==> config.mk <==
export PLATFORM = sky130hd
export DESIGN_NAME = adc_capture_end_flat
export DESIGN_NICKNAME = d
export VERILOG_FILES = /design/src/adc_out_pkg.sv /design/src/adc_link_if.sv /design/src/sync2.sv /design/src/adc_capture_end.sv /design/src/flat_wrapper.sv
export SDC_FILE = /design/constraint.sdc
export NUM_CORES = 1
export LEC_CHECK = 0
export BUFFER_PORTS_ARGS = -buffer_cell sky130_fd_sc_hd__buf_2
export CORE_ASPECT_RATIO = 1.4
export CORE_MARGIN = 10
export CORE_UTILIZATION = 35
export CTS_CLUSTER_DIAMETER = 150
export DETAILED_ROUTE_END_ITERATION = 7
export SYNTH_ARGS = -nofsm -noshare
export SYNTH_HDL_FRONTEND = slang
export SYNTH_HIERARCHICAL = 1
export SYNTH_SLANG_ARGS = --single-unit
==> constraint.sdc <==
create_clock -name sys_clk -period 3.6 [get_ports sys_clk]
set_input_delay 0.72 -clock sys_clk [delete_from_list [all_inputs] [get_ports sys_clk]]
set_output_delay 0.72 -clock sys_clk [all_outputs]
set_load 0.05 [all_outputs]
==> src/adc_out_pkg.sv <==
// Purpose: shared constants for the converter output link and its receiver
// Assumes: one system clock at SYS_CLK_MHZ
// Notes:   strap and power states are enumerated here
package adc_out_pkg;
  // ----------------------------------------------------------------------
  // clock and timing
  // ----------------------------------------------------------------------
  localparam int SYS_CLK_MHZ       = 200;
  localparam int DCS_STALL_NS      = 1000;  // encode gap that drops lock
  localparam int DCS_STALL_CYCLES  = (DCS_STALL_NS * SYS_CLK_MHZ) / 1000;
  localparam int DCS_RELOCK_EDGES  = 100;
  localparam int NAP_DISCARD_EDGES = 100;
  localparam int OE_HOLD_NS        = 1000;  // least spacing of oe changes
  localparam int OE_HOLD_CYCLES    = (OE_HOLD_NS * SYS_CLK_MHZ + 999) / 1000;
  localparam int SLEEP_WAKE_US     = 2000;  // reference settling wait
  localparam int SLEEP_WAKE_CYCLES = SLEEP_WAKE_US * SYS_CLK_MHZ;
  localparam int STRAP_SETTLE      = 3;
  localparam int CNT_W             = 16;

  // ----------------------------------------------------------------------
  // sample coding
  // ----------------------------------------------------------------------
  localparam int WORD_W  = 12;
  localparam int LEVEL_W = 14;
  localparam logic signed [LEVEL_W-1:0] LEVEL_MAX = 14'sh07ff;
  localparam logic signed [LEVEL_W-1:0] LEVEL_MIN = 14'sh3800;
  localparam logic [WORD_W-1:0] OB_TOP    = 12'hfff;
  localparam logic [WORD_W-1:0] OB_BOTTOM = 12'h000;
  localparam logic [WORD_W-1:0] TC_TOP    = 12'h7ff;
  localparam logic [WORD_W-1:0] TC_BOTTOM = 12'h800;
  localparam logic [WORD_W-1:0] MSB_FLIP  = 12'h800;

  typedef enum logic [1:0] {
    STRAP_GND, STRAP_THIRD, STRAP_TWO_THIRDS, STRAP_SUPPLY
  } strap_level_t;

  typedef enum logic [1:0] {PWR_NORMAL, PWR_NAP, PWR_SLEEP} power_state_t;
  typedef enum logic [1:0] {
    WK_READY, WK_DOWN, WK_SLEEP_WAIT, WK_NAP_WAIT
  } wake_state_t;

  // ----------------------------------------------------------------------
  // receiver registers
  // ----------------------------------------------------------------------
  localparam int ADDR_W = 8;
  localparam int DATA_W = 32;
  localparam logic [ADDR_W-1:0] REG_CTRL   = 8'h00;
  localparam logic [ADDR_W-1:0] REG_STATUS = 8'h04;
  localparam logic [ADDR_W-1:0] REG_MASK   = 8'h08;
  localparam logic [ADDR_W-1:0] REG_SAMPLE = 8'h0c;
  localparam int CTRL_OUT_EN_BIT = 0;
  localparam int CTRL_PWRDN_BIT  = 1;
  localparam int EV_W            = 3;
  localparam int EV_SAMPLE_BIT   = 0;
  localparam int EV_OVER_BIT     = 1;
  localparam int EV_VALID_BIT    = 2;
  localparam int SAMPLE_OVER_BIT  = 12;
  localparam int SAMPLE_VALID_BIT = 13;
endpackage

==> src/adc_link_if.sv <==
// Purpose: pins between converter output end and capturing receiver
// Assumes: both ends on sys_clk; pins cross as asynchronous levels
// Notes:   pins_oe high while the converter drives its outputs
`timescale 1ns/1ps
interface adc_link_if;
  logic [adc_out_pkg::WORD_W-1:0] sample_word;
  logic                           overrange_flag;
  logic                           forwarded_sample_clock;
  logic                           pins_oe;
  logic                           output_enable_n;
  logic                           power_down_select;

  modport dev (
    output sample_word,
    output overrange_flag,
    output forwarded_sample_clock,
    output pins_oe,
    input  output_enable_n,
    input  power_down_select
  );
  modport rcv (
    input  sample_word,
    input  overrange_flag,
    input  forwarded_sample_clock,
    input  pins_oe,
    output output_enable_n,
    output power_down_select
  );
endinterface

==> src/sync2.sv <==
// Purpose: two-stage synchroniser for asynchronous levels
// Assumes: bits are static or independent enough to cross as levels
// Notes:   first stage feeds the second and nothing else
`timescale 1ns/1ps
module sync2 #(
  parameter int W = 1
) (
  input  wire logic         sys_clk,
  input  wire logic         rst_n,
  input  wire logic [W-1:0] d,
  output logic      [W-1:0] q
);
  logic [W-1:0] meta_r;

  // two flops in series, reset to zero
  always_ff @(posedge sys_clk or negedge rst_n) begin
    if (!rst_n) begin
      meta_r <= '0;
      q      <= '0;
    end else begin
      meta_r <= d;
      q      <= meta_r;
    end
  end
endmodule

==> src/adc_capture_end.sv <==
// Purpose: receiver that captures converter samples and controls power
// Assumes: link pins asynchronous to sys_clk, sampled by two flops
// Notes:   samples are taken on the forwarded clock falling edge
`timescale 1ns/1ps
module adc_capture_end #(
  parameter int SLEEP_WAKE = adc_out_pkg::SLEEP_WAKE_CYCLES,
  parameter int OE_HOLD    = adc_out_pkg::OE_HOLD_CYCLES,
  parameter int NAP_EDGES  = adc_out_pkg::NAP_DISCARD_EDGES
) (
  input  wire logic                             sys_clk,
  input  wire logic                             rst_n,
  input  wire logic [adc_out_pkg::ADDR_W-1:0]   reg_addr,
  input  wire logic [adc_out_pkg::DATA_W-1:0]   reg_wdata,
  input  wire logic                             reg_wr,
  input  wire logic                             reg_rd,
  output logic      [adc_out_pkg::DATA_W-1:0]   reg_rdata,
  output logic                                  irq,
  output logic      [adc_out_pkg::WORD_W-1:0]   sample_out,
  output logic                                  sample_over,
  output logic                                  sample_strobe,
  adc_link_if.rcv                               link
);
  // one counter width must hold the longest of the three waits
  localparam int WAIT_W = $clog2(SLEEP_WAKE + OE_HOLD + NAP_EDGES + 1) + 1;
  localparam logic [WAIT_W-1:0] SLEEP_C = WAIT_W'(SLEEP_WAKE);
  localparam logic [WAIT_W-1:0] OE_C    = WAIT_W'(OE_HOLD);
  localparam logic [WAIT_W-1:0] NAP_C   = WAIT_W'(NAP_EDGES);
  localparam int SW = adc_out_pkg::WORD_W + 3;
  localparam int EW = adc_out_pkg::EV_W;

  // ----------------------------------------------------------------------
  // link synchronisation and falling edge detect
  // ----------------------------------------------------------------------
  logic [SW-1:0] sync_q;
  logic          fclk_s, over_s, oe_s, fclk_d_r, fall;

  sync2 #(.W(SW)) u_sync (
    .sys_clk (sys_clk),
    .rst_n   (rst_n),
    .d       ({link.forwarded_sample_clock, link.overrange_flag,
               link.pins_oe, link.sample_word}),
    .q       (sync_q)
  );
  assign fclk_s = sync_q[SW-1];
  assign over_s = sync_q[SW-2];
  assign oe_s   = sync_q[SW-3];
  assign fall   = ~fclk_s & fclk_d_r & oe_s;

  // ----------------------------------------------------------------------
  // state
  // ----------------------------------------------------------------------
  logic [1:0]                     ctrl_r, ctrl_nxt;
  logic [EW-1:0]                  status_r, status_nxt, mask_r, mask_nxt;
  logic [adc_out_pkg::DATA_W-1:0] rdata_nxt;
  logic                           irq_nxt;
  logic                           oe_n_r, oe_n_nxt, pd_r, pd_nxt;
  logic [WAIT_W-1:0]              hold_r, hold_nxt, wait_r, wait_nxt;
  adc_out_pkg::wake_state_t       wk_r, wk_nxt;
  logic                           slept_r, slept_nxt;
  logic [adc_out_pkg::WORD_W-1:0] word_r, word_nxt;
  logic                           over_r, over_nxt, strobe_nxt;
  logic                           valid;
  logic [EW-1:0]                  ev;

  assign valid = (wk_r == adc_out_pkg::WK_READY) & oe_s;

  // enable changes are spaced; a quick request is deferred, not lost
  always_comb begin
    oe_n_nxt = oe_n_r;
    pd_nxt   = ctrl_r[adc_out_pkg::CTRL_PWRDN_BIT];
    hold_nxt = hold_r;
    if (hold_r != '0) begin
      hold_nxt = hold_r - WAIT_W'(1);
    end else if (oe_n_r == ctrl_r[adc_out_pkg::CTRL_OUT_EN_BIT]) begin
      oe_n_nxt = ~ctrl_r[adc_out_pkg::CTRL_OUT_EN_BIT];
      hold_nxt = OE_C;
    end
  end

  // wake tracking: sleep waits for the reference, nap discards edges
  always_comb begin
    wk_nxt   = wk_r;
    wait_nxt = wait_r;
    // enable may move in the release cycle, so keep the mode seen while down
    slept_nxt = pd_r ? oe_n_r : slept_r;
    case (wk_r)
      adc_out_pkg::WK_DOWN: begin
        if (!pd_r) begin
          wait_nxt = '0;
          wk_nxt   = slept_r ? adc_out_pkg::WK_SLEEP_WAIT
                             : adc_out_pkg::WK_NAP_WAIT;
        end
      end
      adc_out_pkg::WK_SLEEP_WAIT: begin
        wait_nxt = wait_r + WAIT_W'(1);
        if (wait_nxt == SLEEP_C) begin
          wk_nxt = adc_out_pkg::WK_READY;
        end
      end
      adc_out_pkg::WK_NAP_WAIT: begin
        if (fall) begin
          wait_nxt = wait_r + WAIT_W'(1);
          if (wait_nxt == NAP_C) begin
            wk_nxt = adc_out_pkg::WK_READY;
          end
        end
      end
      default: begin
        wait_nxt = '0;
      end
    endcase
    if (pd_r) begin
      wk_nxt = adc_out_pkg::WK_DOWN;
    end
  end

  // capture word and flag together on the falling edge
  always_comb begin
    word_nxt   = word_r;
    over_nxt   = over_r;
    strobe_nxt = 1'b0;
    if (fall && valid) begin
      word_nxt   = sync_q[adc_out_pkg::WORD_W-1:0];
      over_nxt   = over_s;
      strobe_nxt = 1'b1;
    end
  end

  // registers; a set in the clearing cycle wins
  always_comb begin
    ev = '0;
    ev[adc_out_pkg::EV_SAMPLE_BIT] = strobe_nxt;
    ev[adc_out_pkg::EV_OVER_BIT]   = strobe_nxt & over_nxt;
    ev[adc_out_pkg::EV_VALID_BIT]  = (wk_nxt == adc_out_pkg::WK_READY) &
                                     (wk_r != adc_out_pkg::WK_READY);
    ctrl_nxt   = ctrl_r;
    mask_nxt   = mask_r;
    status_nxt = status_r;
    rdata_nxt  = '0;
    if (reg_wr && reg_addr == adc_out_pkg::REG_CTRL) begin
      ctrl_nxt = reg_wdata[1:0];
    end
    if (reg_wr && reg_addr == adc_out_pkg::REG_MASK) begin
      mask_nxt = reg_wdata[EW-1:0];
    end
    if (reg_wr && reg_addr == adc_out_pkg::REG_STATUS) begin
      status_nxt = status_r & ~reg_wdata[EW-1:0];
    end
    status_nxt = status_nxt | ev;
    if (reg_rd) begin
      case (reg_addr)
        adc_out_pkg::REG_CTRL:   rdata_nxt[1:0] = ctrl_r;
        adc_out_pkg::REG_STATUS: rdata_nxt[EW-1:0] = status_r;
        adc_out_pkg::REG_MASK:   rdata_nxt[EW-1:0] = mask_r;
        adc_out_pkg::REG_SAMPLE: begin
          rdata_nxt[adc_out_pkg::WORD_W-1:0]       = word_r;
          rdata_nxt[adc_out_pkg::SAMPLE_OVER_BIT]  = over_r;
          rdata_nxt[adc_out_pkg::SAMPLE_VALID_BIT] = valid;
        end
        default: rdata_nxt = '0;
      endcase
    end
    irq_nxt = |(status_nxt & mask_nxt);
  end

  // register every group
  always_ff @(posedge sys_clk or negedge rst_n) begin
    if (!rst_n) begin
      fclk_d_r      <= 1'b0;
      ctrl_r        <= '0;
      status_r      <= '0;
      mask_r        <= '0;
      reg_rdata     <= '0;
      irq           <= 1'b0;
      oe_n_r        <= 1'b1;
      pd_r          <= 1'b0;
      hold_r        <= '0;
      wait_r        <= '0;
      wk_r          <= adc_out_pkg::WK_READY;
      slept_r       <= 1'b0;
      word_r        <= '0;
      over_r        <= 1'b0;
      sample_strobe <= 1'b0;
    end else begin
      fclk_d_r      <= fclk_s;
      ctrl_r        <= ctrl_nxt;
      status_r      <= status_nxt;
      mask_r        <= mask_nxt;
      reg_rdata     <= rdata_nxt;
      irq           <= irq_nxt;
      oe_n_r        <= oe_n_nxt;
      pd_r          <= pd_nxt;
      hold_r        <= hold_nxt;
      wait_r        <= wait_nxt;
      wk_r          <= wk_nxt;
      slept_r       <= slept_nxt;
      word_r        <= word_nxt;
      over_r        <= over_nxt;
      sample_strobe <= strobe_nxt;
    end
  end

  assign sample_out             = word_r;
  assign sample_over            = over_r;
  assign link.output_enable_n   = oe_n_r;
  assign link.power_down_select = pd_r;
endmodule

==> src/flat_wrapper.sv <==
// flat-port wrapper written by rule: the top's interface ports become plain ports
module adc_capture_end_flat 
#(
  parameter int SLEEP_WAKE = adc_out_pkg::SLEEP_WAKE_CYCLES,
  parameter int OE_HOLD    = adc_out_pkg::OE_HOLD_CYCLES,
  parameter int NAP_EDGES  = adc_out_pkg::NAP_DISCARD_EDGES
)
  (sys_clk, rst_n, reg_addr, reg_wdata, reg_wr, reg_rd, reg_rdata, irq, sample_out, sample_over, sample_strobe, link_sample_word, link_overrange_flag, link_forwarded_sample_clock, link_pins_oe, link_output_enable_n, link_power_down_select);
  adc_link_if link_i ();
  input  wire logic sys_clk;
  input  wire logic rst_n;
  input  wire logic [adc_out_pkg::ADDR_W-1:0] reg_addr;
  input  wire logic [adc_out_pkg::DATA_W-1:0] reg_wdata;
  input  wire logic reg_wr;
  input  wire logic reg_rd;
  output logic      [adc_out_pkg::DATA_W-1:0] reg_rdata;
  output logic irq;
  output logic      [adc_out_pkg::WORD_W-1:0] sample_out;
  output logic sample_over;
  output logic sample_strobe;
  input wire logic [$bits(link_i.sample_word)-1:0] link_sample_word;
  input wire logic [$bits(link_i.overrange_flag)-1:0] link_overrange_flag;
  input wire logic [$bits(link_i.forwarded_sample_clock)-1:0] link_forwarded_sample_clock;
  input wire logic [$bits(link_i.pins_oe)-1:0] link_pins_oe;
  output wire logic [$bits(link_i.output_enable_n)-1:0] link_output_enable_n;
  output wire logic [$bits(link_i.power_down_select)-1:0] link_power_down_select;
  assign link_i.sample_word = link_sample_word;
  assign link_i.overrange_flag = link_overrange_flag;
  assign link_i.forwarded_sample_clock = link_forwarded_sample_clock;
  assign link_i.pins_oe = link_pins_oe;
  assign link_output_enable_n = link_i.output_enable_n;
  assign link_power_down_select = link_i.power_down_select;
  adc_capture_end #(.SLEEP_WAKE(SLEEP_WAKE), .OE_HOLD(OE_HOLD), .NAP_EDGES(NAP_EDGES)) u_core (.sys_clk(sys_clk), .rst_n(rst_n), .reg_addr(reg_addr), .reg_wdata(reg_wdata), .reg_wr(reg_wr), .reg_rd(reg_rd), .reg_rdata(reg_rdata), .irq(irq), .sample_out(sample_out), .sample_over(sample_over), .sample_strobe(sample_strobe), .link(link_i));
endmodule
==> results.py <==
metrics = {
    "global_route": {
        "gr-usage-all-layers": 0.116,
        "first_global_vias": 3696,
        "grt_pass1_wl_mm": 18.5,
        "antenna_found_initial": 0,
        "gr-total-overflow": 0,
        "grt_max_degree": 53,
    },
    "place": {
        "gp_congestion": 0.870,
        "place_inst": 687,
        "dp_hpwl_mm": 8.10,
        "io_buffers": 60,
    },
    "cells_and_area": {
        "diodes": 0,
        "drive_gt1_frac": 0.258,
        "final_cells": 719,
        "finalNetCount": 580,
        "areaGrowthSynthToFinish_pct": 20.8,
        "n_fill_cell": 1372,
    },
    "timing": {
        "worst_clock_skew_ns": 0.00667,
        "setup-violations-final": 0,
        "fin_tns_setup_ns": 0,
        "fin_crit_ns": 2.72,
        "slew-limit-headroom": 0.459,
        "final_max_slew_viol_count": 0,
        "rsz0062_at_grt": "false",
        "worstMarginPinSlew_ns": 0.811,
        "fin_crit_sh": 0.755,
        "hold_viol": 0,
        "timing.fmax_mhz": 368,
    },
    "logic_synthesis": {
        "synthTopCellsByArea": "dfrtp_1, mux2_2, nand2_1, buf_4, o21ai_0",
        "synth_cells": 456,
        "syn_area_per_cell_sq_um": 11.2,
        "ys.flop_type": "dfrtp_1",
        "syn_area_sq_um": 5090,
        "synth_top_area_share": 0.550,
        "yosysTopAreaCell": "dfrtp_1",
        "ys_warn_count": 6,
        "synth_seq_cells": 113,
        "synth-seq-area-share": 0.556,
        "yosysUniqueCellTypes": 59,
        "synth_edf_count": 0,
        "postSynth.asyncResetShare": 1.00,
    },
    "setup_path": {
        "crit_fanout": 13,
        "cp_data_required_time_ns": 3.91,
        "end_kind": "flop",
        "critPathMostFrequentCell": "or3_4",
        "cp.arrival_ns": 3.03,
        "max_stage_delay_ns": 0.53,
        "critPathTopFamily": "simple AND/OR/NAND/NOR gates",
        "worstSetupStartpointType": "flop",
        "cpMaxStageDelayCell": "dfrtp_1",
        "crit_type": "reg -> reg",
        "critical_path.cell_chain": "nand3_1 -> or3_4 -> or3_4 -> a222oi_1 -> a32oi_1 -> o31ai_2",
        "cp_num_buf_inv": 0,
    },
    "drt": {
        "via_count": 3622,
        "wirelength_mm": 11.2,
        "routedWlPerCell_um": 15.6,
        "drc_errors": 0,
        "drt_iter0_drc": 316,
        "vias_per_cell": 5.04,
        "dr.pass1.iters": 6,
        "drtAntennaViolNets": 0,
    },
    "pwr": {
        "vdd.ir_drop.worst_mv": 0.457,
        "p_per_area_nw_per_um2": 685,
        "p_leak_uw": 0.00275,
    },
    "clocking": {
        "holdBufCountCts": 0,
        "cts_resized": 0,
        "cts_tree": "built",
        "worstSkewPairLatency_ns": 0.40,
        "numCtsBuffers": 17,
        "cts_buffer_depth": 2,
        "htreeDepth": 4,
        "cts_root_buffer": "clkbuf_16",
        "clk_pin_slew_ns": 0.06,
        "clock_sinks": 113,
        "cts_setup_buffers": 0,
    },
    "run_status": {
        "status": "finished, final reports clean",
    },
    "min_path": {
        "hold_class": "in -> async",
    },
    "die": {
        "fp.dieH_um": 163,
        "fp.dieW_um": 122,
        "rows": 52,
        "coreArea_sq_um": 14400,
        "ios": 108,
        "start_util": 0.354,
        "die-area_sq_um": 19800,
    },
    "run": {
        "cap_violations": 0,
    },
}
stage by stage:
stage	total power [uW]	util	setup slack (ns)	hold WS [ns]	instance area, sq um
2_1_floorplan	2260	-	1.08	0.331	5160
3_3_place_gp	2480	0.385	0.748	0.332	5530
4_1_cts	4280	0.428	0.907	0.266	6150
5_1_grt	4430	0.428	0.683	0.271	6150
3_5_place_dp	2510	0.385	0.744	0.335	5530
6_report	4210	0.428	0.884	0.259	6150
worst register-to-register path, delay by kind of cell (launching register included):
kind            cells  cell delay [ns]
compound gates      3             0.81
flops               1             0.53
simple gates        3             1.28
sequential cells by signal (all words and copies together) (netlist names):
signal	count
u_core/sample_strobe	1
u_core/wk_r	2
u_core/irq	1
u_core/slept_r	1
u_core/link.output_enable_n	1
u_core/u_sync/q	15
u_core/link.power_down_select	1
u_core/status_r	3
u_core/u_sync/meta_r	15
u_core/wait_r	20
u_core/sample_out	12
u_core/hold_r	20
u_core/reg_rdata	14
u_core/mask_r	3
u_core/sample_over	1
u_core/ctrl_r	2
u_core/fclk_d_r	1
logic make-up after synthesis:
logic type,after synthesis,share of synthesized area
buffers and inverters,53,0.0541
XOR/XNOR,20,0.0344
other,1,0.000736
adder cells (fa/ha/maj),4,0.00983
multiplexers,25,0.0590
AO/OA/AOI/OAI,74,0.105
flip-flops,113,0.556
AND/OR/NAND/NOR,166,0.181
power breakdown:
part	total (uW)	switching [uW]	internal, uW
clock network	1740	631	1110
logic	885	619	266
registers	1590	161	1430
layout by cell type, fill, tap and decap left out, types with 3 or more instances in the layout:
cell type and count:
nand2_1 39, o21ai_0 24, clkinvlp_4 3, mux2i_1 3
inv_6 6, buf_4 7, dfrtp_1 112, xnor2_1 13
bufinv_16 3, nor3_1 15, buf_2 59, xor2_1 7
nand3_1 18, nor4_1 8, a32oi_1 3, or3_1 8
or2_2 3, a21oi_1 9, inv_1 11, conb_1 18
and3_1 7, nand2b_1 5, and4_1 5, nand4_1 7
a22o_1 12, or4_1 5, ha_1 4, mux2_2 20
and2_1 11, o31ai_1 5, clkbuf_16 17, nor2_1 20
metal layers:
metal / GRT usage / share of wire / vias up
li1: - / - / 1720
met1: 0.132 / 0.41 / 1822
met2: 0.197 / 0.53 / 74
met3: 0.0416 / 0.046 / 6
met4: 0.0342 / 0.0079 / 0
met5: 0 / 0 / -
layout make-up:
cell class	count	area, sq um	share of cell area
inverter	11	41.3	0.00671
clock inverter	15	196	0.0319
timing repair buffer	67	368	0.0598
tap	189	236	0.0384
clock buffer	17	425	0.0691
sequential	113	2830	0.460
multi-input combinational	307	2060	0.334
cell usage after synthesis, drive strengths merged (4+ instances only):
master  instances
nand2b          5
nor2           20
dfrtp         112
inv            11
or3            10
o31ai           6
buf            26
and2           11
clkbuf         16
a21oi           9
nor3           17
ha              4
a22o           12
nand3          18
nor4            8
and3            7
nand4           8
o21ai          25
or4             5
xor2            7
and4            5
xnor2          13
nand2          39
mux2           20
worst paths after layout:
| path | startpoint | endpoint | slack (ns) | depth (start not counted) |
|---|---|---|---|---|
| min in group sys_clk | u_core/u_sync/meta_r[11] | u_core/u_sync/q[11] | 0.34 | 0 |
| worst max-delay path | u_core/wait_r[4] | u_core/irq | 0.88 | 6 |
| worst min register to register | u_core/u_sync/meta_r[11] | u_core/u_sync/q[11] | 0.34 | 0 |
| max in group asynchronous | rst_n | u_core/link.output_enable_n | 2.53 | 2 |
| worst max register to register | u_core/wait_r[4] | u_core/irq | 0.88 | 6 |
| worst min-delay path | rst_n | u_core/u_sync/meta_r[12] | 0.26 | 1 |
(Power assumes the default switching activity.)
